**config.mk**
```make
export PLATFORM = sky130hd
export DESIGN_NAME = cpm_control_port
export DESIGN_NICKNAME = d
export VERILOG_FILES = /design/src/hw/cpm_pkg.sv /design/src/hw/cpm_sync2.sv /design/src/hw/cpm_control_port.sv
export SDC_FILE = /design/constraint.sdc
export NUM_CORES = 1
export LEC_CHECK = 0
export BUFFER_PORTS_ARGS = -buffer_cell sky130_fd_sc_hd__buf_4
export CAP_MARGIN = 25
export CORE_MARGIN = 3
export CORE_UTILIZATION = 35
export CTS_BUF_LIST = sky130_fd_sc_hd__clkbuf_16
export CTS_CLUSTER_SIZE = 25
export DETAILED_ROUTE_END_ITERATION = 12
export HOLD_SLACK_MARGIN = 0.03
export PLACE_DENSITY = 0.55
export SYNTH_ARGS = -nofsm -noshare
export SYNTH_HDL_FRONTEND = slang
export SYNTH_HIERARCHICAL = 1
export SYNTH_SLANG_ARGS = --single-unit
```
**constraint.sdc**
```tcl
create_clock -name mclk -period 2.1 [get_ports mclk]
set_clock_uncertainty 0.2 [all_clocks]
set_input_delay 0.21 -clock mclk [delete_from_list [all_inputs] [get_ports mclk]]
set_output_delay 0.21 -clock mclk [all_outputs]
set_load 0.01 [all_outputs]
```
**src/hw/cpm_pkg.sv**
```systemverilog
// Shared constants and types for the control port pin mode block.
//------------------------------------------------------------------------
// What this block does
// [RULE1] SCL input in I2C, open-collector output self-booting.
// [RULE2] SPI clock input, may stop between transactions.
// [RULE3] I2C SDA open-collector, drives low only.
// [RULE4] SPI read data returned on control_read_out.
// [RULE5] control_read_out released unless SPI read active.
// [RULE6] Both bus id straps form I2C slave address.
// [RULE7] SPI write data sampled on bus_id_high pin.
// [RULE8] SPI transactions of any length accepted.
// [RULE9] Boot strap high at reset starts self-boot.
// [RULE10] Output clock rate chosen by two select straps.
// [RULE11] Host frames each SPI transaction with latch low.
// [RULE12] bus_id_low tells two SPI devices apart.
//------------------------------------------------------------------------
package cpm_pkg;

   // Operating mode of the control port pins.
   typedef enum logic [1:0] {
      CPM_WAIT_STRAPS,
      CPM_SELF_BOOT,
      CPM_HOST_CTRL
   } cpm_mode_e;

   // Bit positions inside the synchronised pin vector.
   localparam int CPM_PIN_W = 8;
   localparam int CPM_PIN_SCL = 0;
   localparam int CPM_PIN_SDA = 1;
   localparam int CPM_PIN_LATCH = 2;
   localparam int CPM_PIN_ID_HI = 3;
   localparam int CPM_PIN_ID_LO = 4;
   localparam int CPM_PIN_BOOT = 5;
   localparam int CPM_PIN_CSEL_LO = 6;
   localparam int CPM_PIN_CSEL_HI = 7;

   // Default address bases; both values are arbitrary.
   localparam logic [6:0] CPM_I2C_ADDR_BASE = 7'h38;
   localparam logic [6:0] CPM_SPI_ID_BASE = 7'h14;

   // SPI framing: last bit index of a byte, byte indices within a frame.
   localparam logic [2:0] CPM_BIT_LAST = 3'h7;
   localparam logic [1:0] CPM_BYTE_CHIP = 2'h0;
   localparam logic [1:0] CPM_BYTE_ADDR_LO = 2'h2;
   localparam logic [1:0] CPM_BYTE_DATA = 2'h3;

   // Output clock divider counter width; select picks a counter bit.
   localparam int CPM_DIV_W = 4;
   localparam logic [1:0] CPM_DIV_BASE = 2'h0;

endpackage

```
**src/hw/cpm_sync2.sv**
```systemverilog
// Two flip-flop synchroniser for a vector of asynchronous pins.
`timescale 1ns/1ps

module cpm_sync2 #(
   parameter int WIDTH = 1
) (
   // Clock.
   input wire logic mclk,
   // Asynchronous levels in, synchronised levels out.
   input wire logic [WIDTH-1:0] async_in,
   output logic [WIDTH-1:0] sync_out
);

   // First stage; read only by the second stage below.
   logic [WIDTH-1:0] meta_ff;

   //---------------------------------------------------------------------
   // Synchroniser stages
   //---------------------------------------------------------------------
   // No reset here: the stages carry data only and settle within two
   // clocks, which lets the straps be valid right at reset release.
   always_ff @(posedge mclk)
   begin
      meta_ff <= async_in;
      sync_out <= meta_ff;
   end

endmodule

```
**src/hw/cpm_control_port.sv**
```systemverilog
// Control port pin mode switching between I2C, SPI and self-boot.
`timescale 1ns/1ps

module cpm_control_port
   import cpm_pkg::*;
#(
   parameter logic [6:0] I2C_ADDR_BASE = CPM_I2C_ADDR_BASE,
   parameter logic [6:0] SPI_ID_BASE = CPM_SPI_ID_BASE
) (
   // Clock and synchronous reset.
   input wire logic mclk,
   input wire logic rst,
   // SCL / control_serial_clock pin.
   input wire logic scl_in,
   output logic scl_out,
   output logic scl_oe,
   // SDA / control_read_out pin.
   input wire logic sda_in,
   output logic sda_out,
   output logic sda_oe,
   // Control and strap pins.
   input wire logic control_latch,
   input wire logic bus_id_high,
   input wire logic bus_id_low,
   input wire logic boot_from_eeprom_select,
   input wire logic out_clock_sel_hi,
   input wire logic out_clock_sel_lo,
   // Output clock.
   output logic buffered_clock_out,
   // Core side: mode control and status.
   input wire logic spi_mode_sel,
   input wire logic boot_done,
   output logic mode_boot,
   output logic mode_i2c,
   output logic mode_spi,
   output logic boot_start,
   // Core side: I2C engines.
   input wire logic boot_scl_low,
   input wire logic boot_sda_low,
   input wire logic slave_sda_low,
   output logic [6:0] i2c_address,
   output logic scl_level,
   output logic sda_level,
   // Core side: SPI transfer.
   input wire logic [7:0] spi_rd_data,
   output logic spi_rd_take,
   output logic spi_selected,
   output logic spi_read,
   output logic spi_byte_valid,
   output logic [7:0] spi_byte,
   output logic spi_frame_end
);

   // Synchronised pins.
   logic [CPM_PIN_W-1:0] pin_s;
   // Strap capture state.
   logic straps_taken_ff, nxt_straps_taken;
   logic boot_strap_ff, nxt_boot_strap;
   logic [1:0] csel_ff, nxt_csel;
   logic [6:0] i2c_addr_ff, nxt_i2c_addr;
   // Mode state.
   cpm_mode_e mode_ff, nxt_mode;
   logic boot_start_ff, nxt_boot_start;
   // SPI state.
   logic clk_d_ff, latch_d_ff;
   logic [2:0] bit_cnt_ff, nxt_bit_cnt;
   logic [1:0] byte_cnt_ff, nxt_byte_cnt;
   logic [7:0] in_sh_ff, nxt_in_sh;
   logic [7:0] out_sh_ff, nxt_out_sh;
   logic sel_ff, nxt_sel;
   logic rd_ff, nxt_rd;
   logic rd_act_ff, nxt_rd_act;
   logic out_bit_ff, nxt_out_bit;
   logic byte_valid_ff, nxt_byte_valid;
   logic [7:0] byte_ff, nxt_byte;
   logic take_ff, nxt_take;
   logic end_ff, nxt_end;
   // Pin drive state.
   logic scl_oe_ff, nxt_scl_oe;
   logic sda_oe_ff, nxt_sda_oe;
   logic sda_out_ff, nxt_sda_out;
   // Output clock divider.
   logic [CPM_DIV_W-1:0] div_ff, nxt_div;
   logic clk_out_ff, nxt_clk_out;
   // Edge events of the SPI clock and the latch.
   logic clk_rise, clk_fall, latch_rise;
   logic [7:0] new_byte;

   //---------------------------------------------------------------------
   // Pin synchronisation
   //---------------------------------------------------------------------
   // Every pin is asynchronous to mclk, so all pass two flops first.
   cpm_sync2 #(
      .WIDTH(CPM_PIN_W)
   ) u_sync (
      .mclk(mclk),
      .async_in({out_clock_sel_hi, out_clock_sel_lo,
                 boot_from_eeprom_select, bus_id_low, bus_id_high,
                 control_latch, sda_in, scl_in}),
      .sync_out(pin_s)
   );

   //---------------------------------------------------------------------
   // Strap capture
   //---------------------------------------------------------------------
   // Straps are caught once, in the first clock after reset release,
   // because the id pin is reused as SPI data afterwards.
   always_comb
   begin
      nxt_straps_taken = 1'b1;
      nxt_boot_strap = boot_strap_ff;
      nxt_csel = csel_ff;
      nxt_i2c_addr = i2c_addr_ff;
      if (!straps_taken_ff)
      begin
         nxt_boot_strap = pin_s[CPM_PIN_BOOT];
         nxt_csel = {pin_s[CPM_PIN_CSEL_HI], pin_s[CPM_PIN_CSEL_LO]};
         // Low two address bits come from the id straps.
         nxt_i2c_addr = {I2C_ADDR_BASE[6:2], pin_s[CPM_PIN_ID_HI],
                         pin_s[CPM_PIN_ID_LO]}; // see [RULE6]
      end
   end

   // Registers of the strap group.
   always_ff @(posedge mclk)
   begin
      if (rst)
      begin
         straps_taken_ff <= 1'b0;
         boot_strap_ff <= 1'b0;
         csel_ff <= 2'h0;
         i2c_addr_ff <= 7'h00;
      end
      else
      begin
         straps_taken_ff <= nxt_straps_taken;
         boot_strap_ff <= nxt_boot_strap;
         csel_ff <= nxt_csel;
         i2c_addr_ff <= nxt_i2c_addr;
      end
   end

   //---------------------------------------------------------------------
   // Mode selection
   //---------------------------------------------------------------------
   // Self-boot runs once after reset when the strap was high, then the
   // port is handed to the host.
   always_comb
   begin
      nxt_mode = mode_ff;
      nxt_boot_start = 1'b0;
      case (mode_ff)
         CPM_WAIT_STRAPS:
         begin
            if (straps_taken_ff)
            begin
               if (boot_strap_ff)
               begin
                  nxt_mode = CPM_SELF_BOOT; // see [RULE9]
                  nxt_boot_start = 1'b1;
               end
               else
               begin
                  nxt_mode = CPM_HOST_CTRL; // see [RULE9]
               end
            end
         end
         CPM_SELF_BOOT:
         begin
            if (boot_done)
            begin
               nxt_mode = CPM_HOST_CTRL;
            end
         end
         CPM_HOST_CTRL:
         begin
            nxt_mode = CPM_HOST_CTRL;
         end
         default:
         begin
            nxt_mode = CPM_WAIT_STRAPS;
         end
      endcase
   end

   // Registers of the mode group.
   always_ff @(posedge mclk)
   begin
      if (rst)
      begin
         mode_ff <= CPM_WAIT_STRAPS;
         boot_start_ff <= 1'b0;
      end
      else
      begin
         mode_ff <= nxt_mode;
         boot_start_ff <= nxt_boot_start;
      end
   end

   //---------------------------------------------------------------------
   // SPI slave front end
   //---------------------------------------------------------------------
   // Edges are found from the synchronised clock only, so a clock that
   // stops between frames is harmless; the latch alone ends a frame.
   assign clk_rise = pin_s[CPM_PIN_SCL] && !clk_d_ff; // see [RULE2]
   assign clk_fall = !pin_s[CPM_PIN_SCL] && clk_d_ff;
   assign latch_rise = pin_s[CPM_PIN_LATCH] && !latch_d_ff;
   assign new_byte = {in_sh_ff[6:0], pin_s[CPM_PIN_ID_HI]}; // see [RULE7]

   // Next state of the SPI group.
   always_comb
   begin
      nxt_bit_cnt = bit_cnt_ff;
      nxt_byte_cnt = byte_cnt_ff;
      nxt_in_sh = in_sh_ff;
      nxt_out_sh = out_sh_ff;
      nxt_sel = sel_ff;
      nxt_rd = rd_ff;
      nxt_rd_act = rd_act_ff;
      nxt_out_bit = out_bit_ff;
      nxt_byte = byte_ff;
      nxt_byte_valid = 1'b0;
      nxt_take = 1'b0;
      nxt_end = mode_spi && latch_rise; // see [RULE11]
      if (pin_s[CPM_PIN_LATCH] || !mode_spi)
      begin
         // Latch high or SPI mode off: frame over, counters and select/read flags return to idle.
         nxt_bit_cnt = 3'h0;
         nxt_byte_cnt = CPM_BYTE_CHIP;
         nxt_sel = 1'b0;
         nxt_rd = 1'b0;
         nxt_rd_act = 1'b0;
      end
      else if (clk_rise)
      begin
         // Frame length is set by the latch, not by a fixed count.
         nxt_in_sh = new_byte; // see [RULE8]
         nxt_bit_cnt = bit_cnt_ff + 3'h1;
         if (bit_cnt_ff == CPM_BIT_LAST)
         begin
            if (byte_cnt_ff == CPM_BYTE_CHIP)
            begin
               // Only the id matching bus_id_low is this device.
               nxt_sel = (new_byte[7:1] == {SPI_ID_BASE[6:1],
                          pin_s[CPM_PIN_ID_LO]}); // see [RULE12]
               nxt_rd = new_byte[0];
               nxt_byte_cnt = byte_cnt_ff + 2'h1;
            end
            else
            begin
               if (byte_cnt_ff != CPM_BYTE_DATA)
               begin
                  nxt_byte_cnt = byte_cnt_ff + 2'h1;
               end
               if (sel_ff && !rd_act_ff)
               begin
                  nxt_byte = new_byte;
                  nxt_byte_valid = 1'b1;
               end
               // After the address, a read streams bytes from the core.
               if (sel_ff && rd_ff &&
                   (byte_cnt_ff == CPM_BYTE_ADDR_LO || rd_act_ff))
               begin
                  nxt_rd_act = 1'b1;
                  nxt_out_sh = spi_rd_data; // see [RULE4]
                  nxt_take = 1'b1;
               end
            end
         end
      end
      else if (clk_fall && rd_act_ff)
      begin
         // Data changes on the falling edge, MSB first.
         nxt_out_bit = out_sh_ff[7]; // see [RULE4]
         nxt_out_sh = {out_sh_ff[6:0], 1'b0};
      end
   end

   // Registers of the SPI group.
   always_ff @(posedge mclk)
   begin
      if (rst)
      begin
         clk_d_ff <= 1'b0;
         latch_d_ff <= 1'b1;
         bit_cnt_ff <= 3'h0;
         byte_cnt_ff <= CPM_BYTE_CHIP;
         in_sh_ff <= 8'h00;
         out_sh_ff <= 8'h00;
         sel_ff <= 1'b0;
         rd_ff <= 1'b0;
         rd_act_ff <= 1'b0;
         out_bit_ff <= 1'b0;
         byte_ff <= 8'h00;
         byte_valid_ff <= 1'b0;
         take_ff <= 1'b0;
         end_ff <= 1'b0;
      end
      else
      begin
         clk_d_ff <= pin_s[CPM_PIN_SCL];
         latch_d_ff <= pin_s[CPM_PIN_LATCH];
         bit_cnt_ff <= nxt_bit_cnt;
         byte_cnt_ff <= nxt_byte_cnt;
         in_sh_ff <= nxt_in_sh;
         out_sh_ff <= nxt_out_sh;
         sel_ff <= nxt_sel;
         rd_ff <= nxt_rd;
         rd_act_ff <= nxt_rd_act;
         out_bit_ff <= nxt_out_bit;
         byte_ff <= nxt_byte;
         byte_valid_ff <= nxt_byte_valid;
         take_ff <= nxt_take;
         end_ff <= nxt_end;
      end
   end

   //---------------------------------------------------------------------
   // Pin drivers
   //---------------------------------------------------------------------
   // Open-collector lines only ever drive zero; the enable carries the
   // data. Only SPI read data drives the shared pin actively high.
   always_comb
   begin
      nxt_scl_oe = 1'b0; // see [RULE1]
      nxt_sda_oe = 1'b0;
      nxt_sda_out = 1'b0; // see [RULE3]
      if (mode_ff == CPM_SELF_BOOT)
      begin
         nxt_scl_oe = boot_scl_low; // see [RULE1]
         nxt_sda_oe = boot_sda_low; // see [RULE3]
      end
      else if (mode_ff == CPM_HOST_CTRL && spi_mode_sel)
      begin
         nxt_sda_oe = nxt_rd_act; // see [RULE5]
         nxt_sda_out = nxt_out_bit; // see [RULE4]
      end
      else if (mode_ff == CPM_HOST_CTRL)
      begin
         nxt_sda_oe = slave_sda_low; // see [RULE3]
      end
   end

   // Registers of the pin group.
   always_ff @(posedge mclk)
   begin
      if (rst)
      begin
         scl_oe_ff <= 1'b0;
         sda_oe_ff <= 1'b0;
         sda_out_ff <= 1'b0;
      end
      else
      begin
         scl_oe_ff <= nxt_scl_oe;
         sda_oe_ff <= nxt_sda_oe;
         sda_out_ff <= nxt_sda_out;
      end
   end

   //---------------------------------------------------------------------
   // Output clock
   //---------------------------------------------------------------------
   // Divide mclk by 2, 4, 8 or 16 by tapping one counter bit.
   always_comb
   begin
      nxt_div = div_ff + {{(CPM_DIV_W-1){1'b0}}, 1'b1};
      nxt_clk_out = div_ff[csel_ff + CPM_DIV_BASE]; // see [RULE10]
   end

   // Registers of the clock group.
   always_ff @(posedge mclk)
   begin
      if (rst)
      begin
         div_ff <= '0;
         clk_out_ff <= 1'b0;
      end
      else
      begin
         div_ff <= nxt_div;
         clk_out_ff <= nxt_clk_out;
      end
   end

   //---------------------------------------------------------------------
   // Outputs
   //---------------------------------------------------------------------
   assign scl_out = 1'b0;
   assign scl_oe = scl_oe_ff;
   assign sda_out = sda_out_ff;
   assign sda_oe = sda_oe_ff;
   assign buffered_clock_out = clk_out_ff;
   assign mode_boot = (mode_ff == CPM_SELF_BOOT);
   assign mode_i2c = (mode_ff == CPM_HOST_CTRL) && !spi_mode_sel;
   assign mode_spi = (mode_ff == CPM_HOST_CTRL) && spi_mode_sel;
   assign boot_start = boot_start_ff;
   assign i2c_address = i2c_addr_ff;
   assign scl_level = pin_s[CPM_PIN_SCL];
   assign sda_level = pin_s[CPM_PIN_SDA];
   assign spi_rd_take = take_ff;
   assign spi_selected = sel_ff;
   assign spi_read = rd_ff;
   assign spi_byte_valid = byte_valid_ff;
   assign spi_byte = byte_ff;
   assign spi_frame_end = end_ff;

endmodule

```
; ---- Yosys cells after proc, flatten, opt, wreduce, memory -nomap -nowiden
; Cells that the tools add are included.
[totals]
ff_bits = 71
output_inout_bits = 31
[classes]
add_sub_neg = 3
order_cmp = 1
n_eq_ne = 11
mux = 28
bitwise_logic = 8
reduce_logical = 33
[op_table]
columns = cell, count
row1 = $mux 8, 5
row2 = $mux 1, 16
row3 = $logic_and 1x1->1, 10
row4 = $mux 2, 5
row5 = $reduce_and 5->1, 2
row6 = $ne 2x2->1 const B, 4
row7 = $not 1->1, 8
row8 = $eq 7x5->1, 1
row9 = $logic_not 1->1, 6
row10 = $pmux 2 s3, 1
row11 = $reduce_and 3->1, 2
row12 = $reduce_or 3->1, 2
row13 = $reduce_or 5->1, 1
row14 = $add 4x1->4 const B, 1
row15 = $eq 2x2->1 const B, 2
row16 = $logic_not 2->1, 2
row17 = $ne 2x1->1 const B, 2
row18 = $reduce_and 2->1, 2
row19 = $reduce_bool 2->1, 2
row20 = $reduce_or 2->1, 2
row21 = $add 3x1->3 const B, 1
row22 = $eq 3x3->1 const B, 1
row23 = $lt 2x3->1 const B, 1
row24 = $add 2x1->2 const B, 1
row25 = other kinds (3), 4

; ---- Logic depth before layout (Yosys ltp)
; Gate-level depths: netlist of run 1.
[logic_depth]
ltp_word = 10
mapped_depth = 7

; ---- Modules after synthesis
; Netlist of run 1, hierarchy kept.
[by_module_without_submodules]
columns = module, instances, cells_each, area_each_um2, seq_area_each_um2
row1 = cpm_control_port, 1, 251, 2341.0, 1101.1
row2 = cpm_sync2, 1, 16, 320.3, 320.3

; ---- Worst setup path before layout of run 1
; No wires, ideal clock.
[synth_timing]
path_type = register to register
start = register byte_cnt_ff[0]
end = register byte_ff[0], in the netlist spi_byte[0]
t_arrival_ps = 1605
required_ps = 1772
setup_slack_ps = 168
path_stages_with_launch = 7
n_path_buf = 0
period_less_slack_ps = 1932
cell_sequence = dfxtp_1 > inv_1 > ha_1 > or2b_1 > nor4_4 > mux2i_1 > nor2_1
[synth_between]
elab_chain_cells = 3
[synth_lines]
columns = item, line_no
row1 = "start, declared", cpm_control_port.sv:67  ; logic [1:0] byte_cnt_ff, nxt_byte_cnt;
row2 = "start signal, assigned", cpm_control_port.sv:305  ; byte_cnt_ff <= nxt_byte_cnt;
row3 = $logic_not 2->1, cpm_control_port.sv:242  ; if (byte_cnt_ff == CPM_BYTE_CHIP)
row4 = $not 1->1 (no source line), -
row5 = $reduce_and 5->1 (no source line), -
row6 = "end signal, assigned", cpm_control_port.sv:312  ; byte_ff <= nxt_byte;
row7 = "end, declared", cpm_control_port.sv:75  ; logic [7:0] byte_ff, nxt_byte;
; No other way between the ends.
; A chain may end at the register's enable or synchronous reset.

; ---- Worst setup path after layout of run 1
[layout_timing]
start = register mode_ff[0]
end = register out_sh_ff[3]
[layout_between]
elab_chain_cells = 6
[layout_lines]
columns = item, line_no
row1 = "start, declared", cpm_control_port.sv:62  ; cpm_mode_e mode_ff, nxt_mode;
row2 = "start signal, assigned", cpm_control_port.sv:196  ; mode_ff <= nxt_mode;
row3 = $eq 2x2->1, cpm_control_port.sv:397  ; assign mode_spi = (mode_ff == CPM_HOST_CTRL) && spi_mode_sel;
row4 = $logic_and 1x1->1, cpm_control_port.sv:397
row5 = $logic_not 1->1, cpm_control_port.sv:226  ; if (pin_s[CPM_PIN_LATCH] || !mode_spi)
row6 = $logic_or 1x1->1, cpm_control_port.sv:226
row7 = $not 1->1 (no source line), -
row8 = $reduce_and 5->1 (no source line), -
row9 = "end signal, assigned", cpm_control_port.sv:307  ; out_sh_ff <= nxt_out_sh;
row10 = "end, declared", cpm_control_port.sv:69  ; logic [7:0] out_sh_ff, nxt_out_sh;
; No other way between the ends.

==> results of run 1 <==
-- layout by cell type (no fill, tap or decap), types with 2 or more instances in the layout --
| cell | count |
|---|---|
| dfxtp_1 | 71 |
| nand3_1 | 2 |
| and3_1 | 4 |
| nor2_1 | 26 |
| nand4b_1 | 2 |
| buf_4 | 55 |
| nor4b_1 | 2 |
| nor2b_1 | 10 |
| mux2_2 | 7 |
| a21oi_1 | 24 |
| bufinv_16 | 2 |
| mux2i_1 | 15 |
| xnor2_1 | 4 |
| or3_1 | 2 |
| o21ai_0 | 9 |
| clkbuf_16 | 9 |
| ha_1 | 10 |
| inv_1 | 12 |
| nor3_1 | 2 |
| nand2_1 | 30 |
| conb_1 | 3 |
| nand2b_1 | 3 |
| dlygate4sd3_1 | 12 |
-- power breakdown --
group / switching, mW / internal (mW)
clock: 0.542 / 1.03
combinational: 0.105 / 0.109
sequential: 0.0243 / 1.39
total: 0.671 / 2.53
-- state kept, by name, summed over array words and instances (netlist names), 2 cells and up --
signal           count
out_sh_ff            8
u_sync/sync_out      8
spi_byte             8
bit_cnt_ff           3
in_sh_ff             7
mode_ff              2
div_ff               4
i2c_address          3
byte_cnt_ff          2
csel_ff              2
u_sync/meta_ff       8
-- cell type report --
class / instances / area share
clock inverter: 7 / 0.0246
multi-input combinational: 172 / 0.320
sequential: 71 / 0.394
inverter: 11 / 0.0114
timing repair buffer: 68 / 0.153
tap: 99 / 0.0343
clock buffer: 9 / 0.0624
-- worst max-delay path: cells and delay by family, from the launching register on --
family	cells	cell delay [ns]
and+or+nand+nor	1	0.18
DFF	1	0.33
buffers and inverters	1	0.09
muxes	1	0.30
adders and majority gates	1	0.26
AOI/OAI and AO/OA	2	0.51
-- kinds of logic (layout without fill, tap and decap cells) --
group | Yosys count | in the layout | share of synthesized area
xor+xnor | 5 | 5 | 0.0165
buf+inv | 26 | 95 | 0.0437
other cells | 1 | 3 | 0.00141
compound gates | 38 | 38 | 0.0771
flops | 71 | 71 | 0.534
mux | 23 | 23 | 0.0945
simple gates | 93 | 93 | 0.186
fa+ha+maj | 10 | 10 | 0.0470
-- worst max-delay path by stage --
stage	start	endpoint	slack [ns]	cells past startpoint
6_report	mode_ff[0]$_SDFFE_PP0P_	out_sh_ff[3]$_SDFFE_PP0P_	0.12	6
5_1_grt	mode_ff[0]$_SDFFE_PP0P_	out_sh_ff[1]$_SDFFE_PP0P_	-0.02	6
4_1_cts	mode_ff[0]$_SDFFE_PP0P_	out_sh_ff[3]$_SDFFE_PP0P_	0.05	6
3_5_place_dp	byte_cnt_ff[0]$_SDFFE_PP0P_	out_sh_ff[3]$_SDFFE_PP0P_	0.07	6
3_3_place_gp	byte_cnt_ff[0]$_SDFFE_PP0P_	out_sh_ff[2]$_SDFFE_PP0P_	0.12	6
2_1_floorplan	byte_cnt_ff[0]$_SDFFE_PP0P_	spi_byte[0]$_SDFFE_PP0P_	0.17	6
-- layer usage --
| layer | share of wire | routed length (µm) | vias to the layer above |
|---|---|---|---|
| met1 | 0.47 | 2520 | 906 |
| met2 | 0.46 | 2460 | 42 |
| met4 | 0.015 | 82 | 0 |
| li1 | - | - | 1020 |
| met3 | 0.052 | 280 | 7 |
| met5 | 0 | 0 | - |
-- metrics by stage --
step | setup TNS [ns] | utilization | area (µm²) | power (mW) | hold slack, ns
2_1_floorplan | 0 | - | 2670 | 1.55 | 0.0377
3_3_place_gp | 0 | 0.429 | 3140 | 1.63 | 0.111
3_5_place_dp | 0 | 0.429 | 3140 | 1.64 | 0.112
4_1_cts | 0 | 0.488 | 3580 | 3.24 | 0.0344
5_1_grt | -0.0785 | 0.492 | 3610 | 3.35 | 0.0700
6_report | 0 | 0.492 | 3610 | 3.20 | 0.0423
-- synth_stat cells (2+ instances only) --
cell      count
mux2_2        7
nor4b_1       2
dfxtp_1      71
a21oi_1      24
clkbuf_1      9
nand4b_1      2
nand2b_1      3
xnor2_1       4
nand3_1       2
nor2b_1      10
o21ai_0       9
inv_1        11
and3_1        4
nor3_1        2
or3_1         2
buf_4         5
ha_1         10
nand2_1      30
nor2_1       26
mux2i_1      15
-- what timing repair did --
| item | 4_1_cts | 5_1_grt |
|---|---|---|
| setup buffers | 0 | 1 |
| resized for setup | 0 | 4 |
| hold buffers | 12 | 0 |
| endpoints found under the hold margin | 15 | 0 |
| setup endpoints to repair | 0 | 8 |
==> flow_metrics.env, run 1 <==
export IMPL_power_density_nw_per_um2=886
export IMPL_syn_to_final_growth_pct=35.6
export IMPL_stdcell_count=437
export IMPL_port_buffers=50
export IMPL_gp_congestion=0.707
export IMPL_cp_end_kind="flop"
export IMPL_leakagePower_nw=1.54
export IMPL_io_pins=54
export IMPL_grt_max_degree=34
export IMPL_multi_input_comb_area_um2=1160
export IMPL_synth_top_cell_by_area="dfxtp_1"
export IMPL_critPathMaxStageDelay_ns=0.34
export IMPL_die_x_um=93.2
export IMPL_worstPathArrival_ns=1.99
export IMPL_grt_first_pass_wirelength_um=9420
export IMPL_drtIter0Drc=64
export IMPL_coreArea_um2=7330
export IMPL_synth_warnings=6
export IMPL_dp_cells=408
export IMPL_peakVddDrop_uv=452
export IMPL_postRouteAntennaNets=0
export IMPL_syn_area_per_cell_um2=9.97
export IMPL_ys_ff_latch=71
export IMPL_synth_edff_count=0
export IMPL_cts_buffers_inserted=9
export IMPL_grt_util_met3=0.0555
export IMPL_r2r_end="out_sh_ff[3]$_SDFFE_PP0P_"
export IMPL_drt_drc_violations_left=0
export IMPL_use_met1=0.174
export IMPL_slowest_stage="o32ai_2"
export IMPL_clkSlewWorstSetupHoldPaths_ns=0.05
export IMPL_yosysTopAreaCellShare=0.534
export IMPL_cts_sinks=71
export IMPL_clk_latency_ns=0.32
export IMPL_drt_total_wl_um=5350
export IMPL_num_rows=31
export IMPL_reg2regPathDepth=6
export IMPL_path_cells="inv_1 -> ha_1 -> nand4b_1 -> o32ai_2 -> o21ai_4 -> mux2_2"
export IMPL_path_class="flop to flop"
export IMPL_setup_viol=0
export IMPL_hold_viol=0
export IMPL_htree_levels=3
export IMPL_status="finished, final reports clean"
export IMPL_synthTopCellsByArea="dfxtp_1 (53%), mux2i_1 (5.6%), ha_1 (4.7%), a21oi_1 (4.5%), nand2_1 (4.2%)"
export IMPL_layout_drive_gt1_share=0.260
export IMPL_maxCapViolations=0
export IMPL_synthCells=267
export IMPL_hold_path_class="input pin to flop"
export IMPL_nFillCells=702
export IMPL_antenna_found_initial=0
export IMPL_async_flop_share=0
export IMPL_grt_pass1_vias=2030
export IMPL_grt_use_total=0.140
export IMPL_syn_area_um2=2660
export IMPL_ys_types=39
export IMPL_first_pass_iters=4
export IMPL_period_share=0.944
export IMPL_holdPathEnd="spi_frame_end$_SDFF_PP0_"
export IMPL_viasPerCell=4.52
export IMPL_r2r_start="mode_ff[0]$_SDFFE_PP0P_"
export IMPL_cts_buffer_depth=2
export IMPL_initial_core_util=0.363
export IMPL_die_h_um=93.2
export IMPL_top_usage_layer="met2"
export IMPL_r2r_slack_ns=0.12
export IMPL_hp_start="spi_mode_sel"
export IMPL_synth_ff_type="dfxtp_1"
export IMPL_wl_per_cell_um=12.2
export IMPL_start_kind="flop"
export IMPL_ys_seq_area_frac=0.534
export IMPL_fmax_mhz=505
export IMPL_cp_max_fo=8
export IMPL_dp_hpwl_um=3680
export IMPL_worstHoldPathCells=3
export IMPL_tritoncts="yes"
export IMPL_die_area_um2=8690
export IMPL_grt_overflow=0
export IMPL_report_final_slew_viol_count=0
export IMPL_vias=1975
export IMPL_pre_cts_ws_ns=0.0717
export IMPL_cp_data_required_time_ns=2.11
export IMPL_nets=366
export IMPL_worst_slack_ns=0.118
export IMPL_grtUsageMet2=0.218
export IMPL_n_antenna_cell=0
export IMPL_period_minus_slack_ns=1.98
export IMPL_cts_root_buf="clkbuf_16"
export IMPL_seq_area_um2=1420
(Power assumes the default switching activity.)
==> run 2, diff against run 1 <==
Settings changed: CORE_MARGIN 3 to 5, PLACE_DENSITY 0.55 to 0.53, REMOVE_ABC_BUFFERS set to 1.
Clock period 2.1 ns to 2 ns, I/O delays scaled along.
==> run 2 against run 1 <==
  * Utilization rose by 0.60 points
  * Combinational power is 9.3% higher
  * Sequential power up 5%
  * Critical path type unchanged
  * Critical endpoint is now out_sh_ff[2]$_SDFFE_PP0P_
  * Largest power group unchanged
==> flow_metrics.env, run 2 (synthesized netlist as in run 1, its figures left out) <==
export IMPL_coreArea_um2=7330
export IMPL_layout_drive_gt1_share=0.282
export IMPL_cp_max_fo=8
export IMPL_design_area_um2=3650
export IMPL_r2r_start="byte_cnt_ff[1]$_SDFFE_PP0P_"
export IMPL_initial_core_util=0.363
export IMPL_cp_end_kind="flop"
export IMPL_path_cells="inv_1 -> ha_1 -> or2b_4 -> nor3b_4 -> o21ai_4 -> mux2_2"
export IMPL_dp_hpwl_um=3740
export IMPL_critPathMaxStageDelay_ns=0.36
export IMPL_cts_sinks=71
export IMPL_first_pass_iters=4
export IMPL_stdcell_count=440
export IMPL_power_density_nw_per_um2=879
export IMPL_die_area_um2=9450
export IMPL_final_cell_mix="dfxtp_1 (69), buf_4 (59), nand2_1 (30)"
export IMPL_hold_path_class="input pin to flop"
export IMPL_period_share=0.949
export IMPL_die_h_um=97.2
export IMPL_critPathLaunch="byte_cnt_ff[1]$_SDFFE_PP0P_"
export IMPL_grt_use_total=0.121
export IMPL_drt_drc_violations_left=0
export IMPL_placed_area_um2=3170
export IMPL_final_common_cell="dfxtp_1"
export IMPL_setup_viol=0
export IMPL_rsz0062_at_grt="true"
export IMPL_grt_util_met3=0.0388
export IMPL_peakVddDrop_uv=436
export IMPL_cp_top_family="simple AND/OR/NAND/NOR gates"
export IMPL_period_minus_slack_ns=1.90
export IMPL_leakagePower_nw=1.57
export IMPL_cp_num_buf_inv=1
export IMPL_grt_overflow=0
export IMPL_drtIter0Drc=58
export IMPL_start_kind="flop"
export IMPL_io_pins=54
export IMPL_cp_data_required_time_ns=2.01
export IMPL_port_buffers=50
export IMPL_report_final_slew_viol_count=0
export IMPL_cts_buffer_depth=2
export IMPL_gp_congestion=0.707
export IMPL_die_x_um=97.2
export IMPL_postRouteAntennaNets=0
export IMPL_syn_to_final_growth_pct=37.3
export IMPL_worstPathArrival_ns=1.91
export IMPL_grt_max_degree=31
export IMPL_grt_first_pass_wirelength_um=9270
export IMPL_clkSlewWorstSetupHoldPaths_ns=0.05
export IMPL_grtUsageMet2=0.199
export IMPL_num_rows=31
export IMPL_final_util=0.498
export IMPL_dp_cells=412
export IMPL_cts_root_buf="clkbuf_16"
export IMPL_grt_pass1_vias=2021
export IMPL_fmax_mhz=527
export IMPL_slowest_stage="dfxtp_1"
export IMPL_path_class="flop to flop"
export IMPL_antenna_found_initial=0
export IMPL_hp_start="boot_done"
export IMPL_nFillCells=687
export IMPL_viasPerCell=4.59
export IMPL_tns_ns=0
export IMPL_use_met1=0.141
export IMPL_status="finished, final reports clean"
export IMPL_htree_levels=3
export IMPL_clk_latency_ns=0.32
export IMPL_n_antenna_cell=0
export IMPL_tritoncts="yes"
export IMPL_hold_viol=0
export IMPL_maxCapViolations=0
export IMPL_top_usage_layer="met2"
export IMPL_multi_input_comb_area_um2=1200
export IMPL_wl_per_cell_um=12.6
export IMPL_seq_area_um2=1420
export IMPL_nets=370
export IMPL_drt_total_wl_um=5550
export IMPL_vias=2018
export IMPL_cts_buffers_inserted=9
run 2: cell types whose count changed in the layout (fill, tap and decap cells not counted), moves of 2 or more:
cell | previous run | this run
buf_4 | 55 | 59
dfxtp_1 | 71 | 69
dfxtp_2 | 0 | 2
ha_1 | 10 | 8
ha_4 | 0 | 2
run 2: metrics by stage:
step	worst slack [ns]	power, mW	hold WS (ns)
2_1_floorplan	0.0788	1.61	0.0277
3_3_place_gp	0.0578	1.72	0.105
3_5_place_dp	-0.0224	1.72	0.106
4_1_cts	0.0221	3.26	0.0428
5_1_grt	-0.0289	3.35	0.0611
6_report	0.103	3.21	0.0527
run 2: final timing paths:
check / to / slack, ns / cells after the start
worst max-delay path: out_sh_ff[2]$_SDFFE_PP0P_ / 0.10 / 6
worst min-delay path: mode_ff[1]$_SDFFE_PP0P_ / 0.05 / 4
worst max register to register: out_sh_ff[2]$_SDFFE_PP0P_ / 0.10 / 6
worst min register to register: u_sync/sync_out[6]$_DFF_P_ / 0.12 / 0
run 2: worst reg2reg max path, delay by kind of cell (launching register included):
| family | cells | cell delay, ns |
|---|---|---|
| DFF | 1 | 0.36 |
| AOI/OAI and AO/OA | 1 | 0.14 |
| and+or+nand+nor | 2 | 0.54 |
| buffers and inverters | 1 | 0.06 |
| muxes | 1 | 0.29 |
| adders and majority gates | 1 | 0.20 |
run 2: area by class of cell:
cell class	count	share of cell area
repair buffers	72	0.160
inverters	11	0.0113
clock buffers	9	0.0616
well taps	99	0.0339
multi-input cells	172	0.329
flip-flops and latches	71	0.390
clock inverters	6	0.0151
run 2: power by group:
| group | leakage [nW] | internal, mW | switching (mW) |
|---|---|---|---|
| registers | 0.582 | 1.46 | 0.0267 |
| logic | 0.840 | 0.121 | 0.113 |
| clock network | 0.144 | 0.943 | 0.551 |
run 2: what timing repair did:
action                                 CTS  global route
pin swaps                                1             4
gates resized for setup                  1            13
setup buffers                            1             0
hold buffers                            12             0
gates cloned                             0             0
setup endpoints to repair                7            17
endpoints found under the hold margin   12             0
run 2: routing by layer:
| layer | part of all wire | up-vias |
|---|---|---|
| met5 | 0 | - |
| met4 | 0.017 | 0 |
| met3 | 0.055 | 6 |
| met2 | 0.48 | 38 |
| met1 | 0.44 | 950 |
| li1 | - | 1024 |
==> run 3, diff against run 2 <==
Settings changed: PLACE_DENSITY 0.53 to 0.57.
==> run 3 against run 2 <==
  * Die area unchanged
  * Critical path depth increased by 1
  * Utilization decreased by 0.12 points
  * Via count decreased by 0.79%
  * Global-route usage decreased by 0.13 points
  * Clock power decreased by 3%
  * Sequential share of layout area increased by 0.094 points
==> flow_metrics.env, run 3 (synthesized netlist as in run 1, its figures left out) <==
export IMPL_gp_congestion=0.713
export IMPL_p_comb_frac=0.072
export IMPL_setup_viol=0
export IMPL_cp_end_kind="flop"
export IMPL_start_kind="flop"
export IMPL_cts_buffers_inserted=9
export IMPL_die_h_um=97.2
export IMPL_grt_first_pass_wirelength_um=9170
export IMPL_n_antenna_cell=0
export IMPL_p_sw_frac=0.207
export IMPL_r2r_slack_ns=0.09
export IMPL_final_cell_mix="dfxtp_1 (69), buf_4 (60), nand2_1 (30)"
export IMPL_p_clk_frac=0.459
export IMPL_port_buffers=50
export IMPL_rsz0062_at_grt="true"
export IMPL_critPathMaxStageDelay_ns=0.34
export IMPL_initial_core_util=0.363
export IMPL_use_met1=0.139
export IMPL_cts_root_buf="clkbuf_16"
export IMPL_coreArea_um2=7330
export IMPL_path_cells="ha_1 -> ha_2 -> nand3b_4 -> nor4_4 -> buf_12 -> mux2i_2 -> nor2_1"
export IMPL_syn_to_final_growth_pct=37.0
export IMPL_layout_drive_gt1_share=0.275
export IMPL_path_class="flop to flop"
export IMPL_clk_latency_ns=0.32
export IMPL_final_common_cell="dfxtp_1"
export IMPL_hold_path_class="input pin to flop"
export IMPL_grtUsageMet2=0.192
export IMPL_power_switching_mw=0.657
export IMPL_vias=2002
export IMPL_viasPerCell=4.54
export IMPL_dp_hpwl_um=3770
export IMPL_report_final_slew_viol_count=0
export IMPL_num_rows=31
export IMPL_fin_hold_ws_ns=0.0498
export IMPL_grt_util_met3=0.0416
export IMPL_clkSlewWorstSetupHoldPaths_ns=0.05
export IMPL_placed_area_um2=3170
export IMPL_tritoncts="yes"
export IMPL_maxCapViolations=0
export IMPL_peakVddDrop_uv=443
export IMPL_drt_total_wl_um=5420
export IMPL_hold_viol=0
export IMPL_slowest_stage="dfxtp_2"
export IMPL_drt_drc_violations_left=0
export IMPL_seqPwrFrac=0.469
export IMPL_power_density_nw_per_um2=869
export IMPL_cts_sinks=71
export IMPL_design_area_um2=3640
export IMPL_io_pins=54
export IMPL_period_minus_slack_ns=1.91
export IMPL_nets=372
export IMPL_reg2regPathDepth=7
export IMPL_cts_buffer_depth=2
export IMPL_period_share=0.955
export IMPL_cp_max_fo=8
export IMPL_grt_overflow=0
export IMPL_grt_max_degree=29
export IMPL_worst_slack_ns=0.0900
export IMPL_fmax_mhz=524
export IMPL_top_usage_layer="met2"
export IMPL_worstHoldPathCells=4
export IMPL_leakagePower_nw=1.57
export IMPL_pre_cts_ws_ns=-0.0319
export IMPL_grt_use_total=0.120
export IMPL_postRouteAntennaNets=0
export IMPL_drtIter0Drc=57
export IMPL_holdPathEnd="mode_ff[1]$_SDFFE_PP0P_"
export IMPL_r2r_start="bit_cnt_ff[0]$_SDFFE_PP0P_"
export IMPL_grt_pass1_vias=2068
export IMPL_die_x_um=97.2
export IMPL_cp_data_required_time_ns=2.01
export IMPL_r2r_end="spi_byte[7]$_SDFFE_PP0P_"
export IMPL_wl_per_cell_um=12.3
export IMPL_intPower_mw=2.51
export IMPL_die_area_um2=9450
export IMPL_worstPathArrival_ns=1.92
export IMPL_tns_ns=0
export IMPL_first_pass_iters=4
export IMPL_htree_levels=3
export IMPL_hp_start="boot_done"
export IMPL_status="finished, final reports clean"
export IMPL_antenna_found_initial=0
[run 3: cell types whose count changed in the layout (fill, tap and decap cells not counted), sizes merged]
| cell | delta |
|---|---|
| buf | +1 |
| clkinv | -1 |
| clkinvlp | -1 |
| dlygate4sd3 | +1 |
| inv | +1 |
[run 3: cell type report]
cell class,instances,area [µm²]
sequential,71,1420
multi-input combinational,172,1180
clock inverter,5,45.0
fill,695,3690
tap,99,124
inverter,11,41.3
timing repair buffer,74,601
clock buffer,9,225
[run 3: through the flow]
stage	util	total power, mW	instances
after floorplan	-	1.61	254
after global placement	0.433	1.72	412
after detailed placement	0.433	1.72	412
after CTS	0.488	3.21	439
after global routing	0.497	3.29	441
final	0.497	3.17	441
[run 3: timing repair]
item | in CTS | in global routing
endpoints found under the hold margin | 17 | 0
pin swaps | 0 | 3
hold buffers | 13 | 0
setup endpoints to repair | 8 | 14
resized for setup | 1 | 10
setup buffers | 0 | 2
[run 3: power groups by stage]
stage	Clock, mW	Combinational (mW)	Sequential [mW]
after floorplan	0	0.0934	1.51
after global placement	0	0.206	1.51
after detailed placement	0	0.207	1.51
after CTS	1.50	0.229	1.48
after global routing	1.55	0.255	1.49
final	1.45	0.229	1.48
[run 3: layer usage]
metal,vias up,part of all wire
met5,-,0
met4,0,0.015
met2,43,0.48
met3,5,0.060
li1,1026,-
met1,928,0.44
[run 3: critical path: cells and delay by family (launching register included)]
kind                     cells  cell delay, ns
AND/OR/NAND/NOR              3            0.50
adder cells (fa/ha/maj)      2            0.37
flip-flops                   1            0.34
multiplexers                 1            0.21
buffers and inverters        1            0.18
[run 3: how the worst max path moves through the flow]
stage | startpoint | end | cells after the start
floorplan | mode_ff[0]$_SDFFE_PP0P_ | spi_byte[0]$_SDFFE_PP0P_ | 6
global placement | mode_ff[0]$_SDFFE_PP0P_ | out_sh_ff[4]$_SDFFE_PP0P_ | 6
detailed placement | mode_ff[1]$_SDFFE_PP0P_ | out_sh_ff[7]$_SDFFE_PP0P_ | 5
CTS | byte_cnt_ff[0]$_SDFFE_PP0P_ | out_sh_ff[2]$_SDFFE_PP0P_ | 6
global route | mode_ff[1]$_SDFFE_PP0P_ | out_sh_ff[2]$_SDFFE_PP0P_ | 5
finish | bit_cnt_ff[0]$_SDFFE_PP0P_ | spi_byte[7]$_SDFFE_PP0P_ | 7
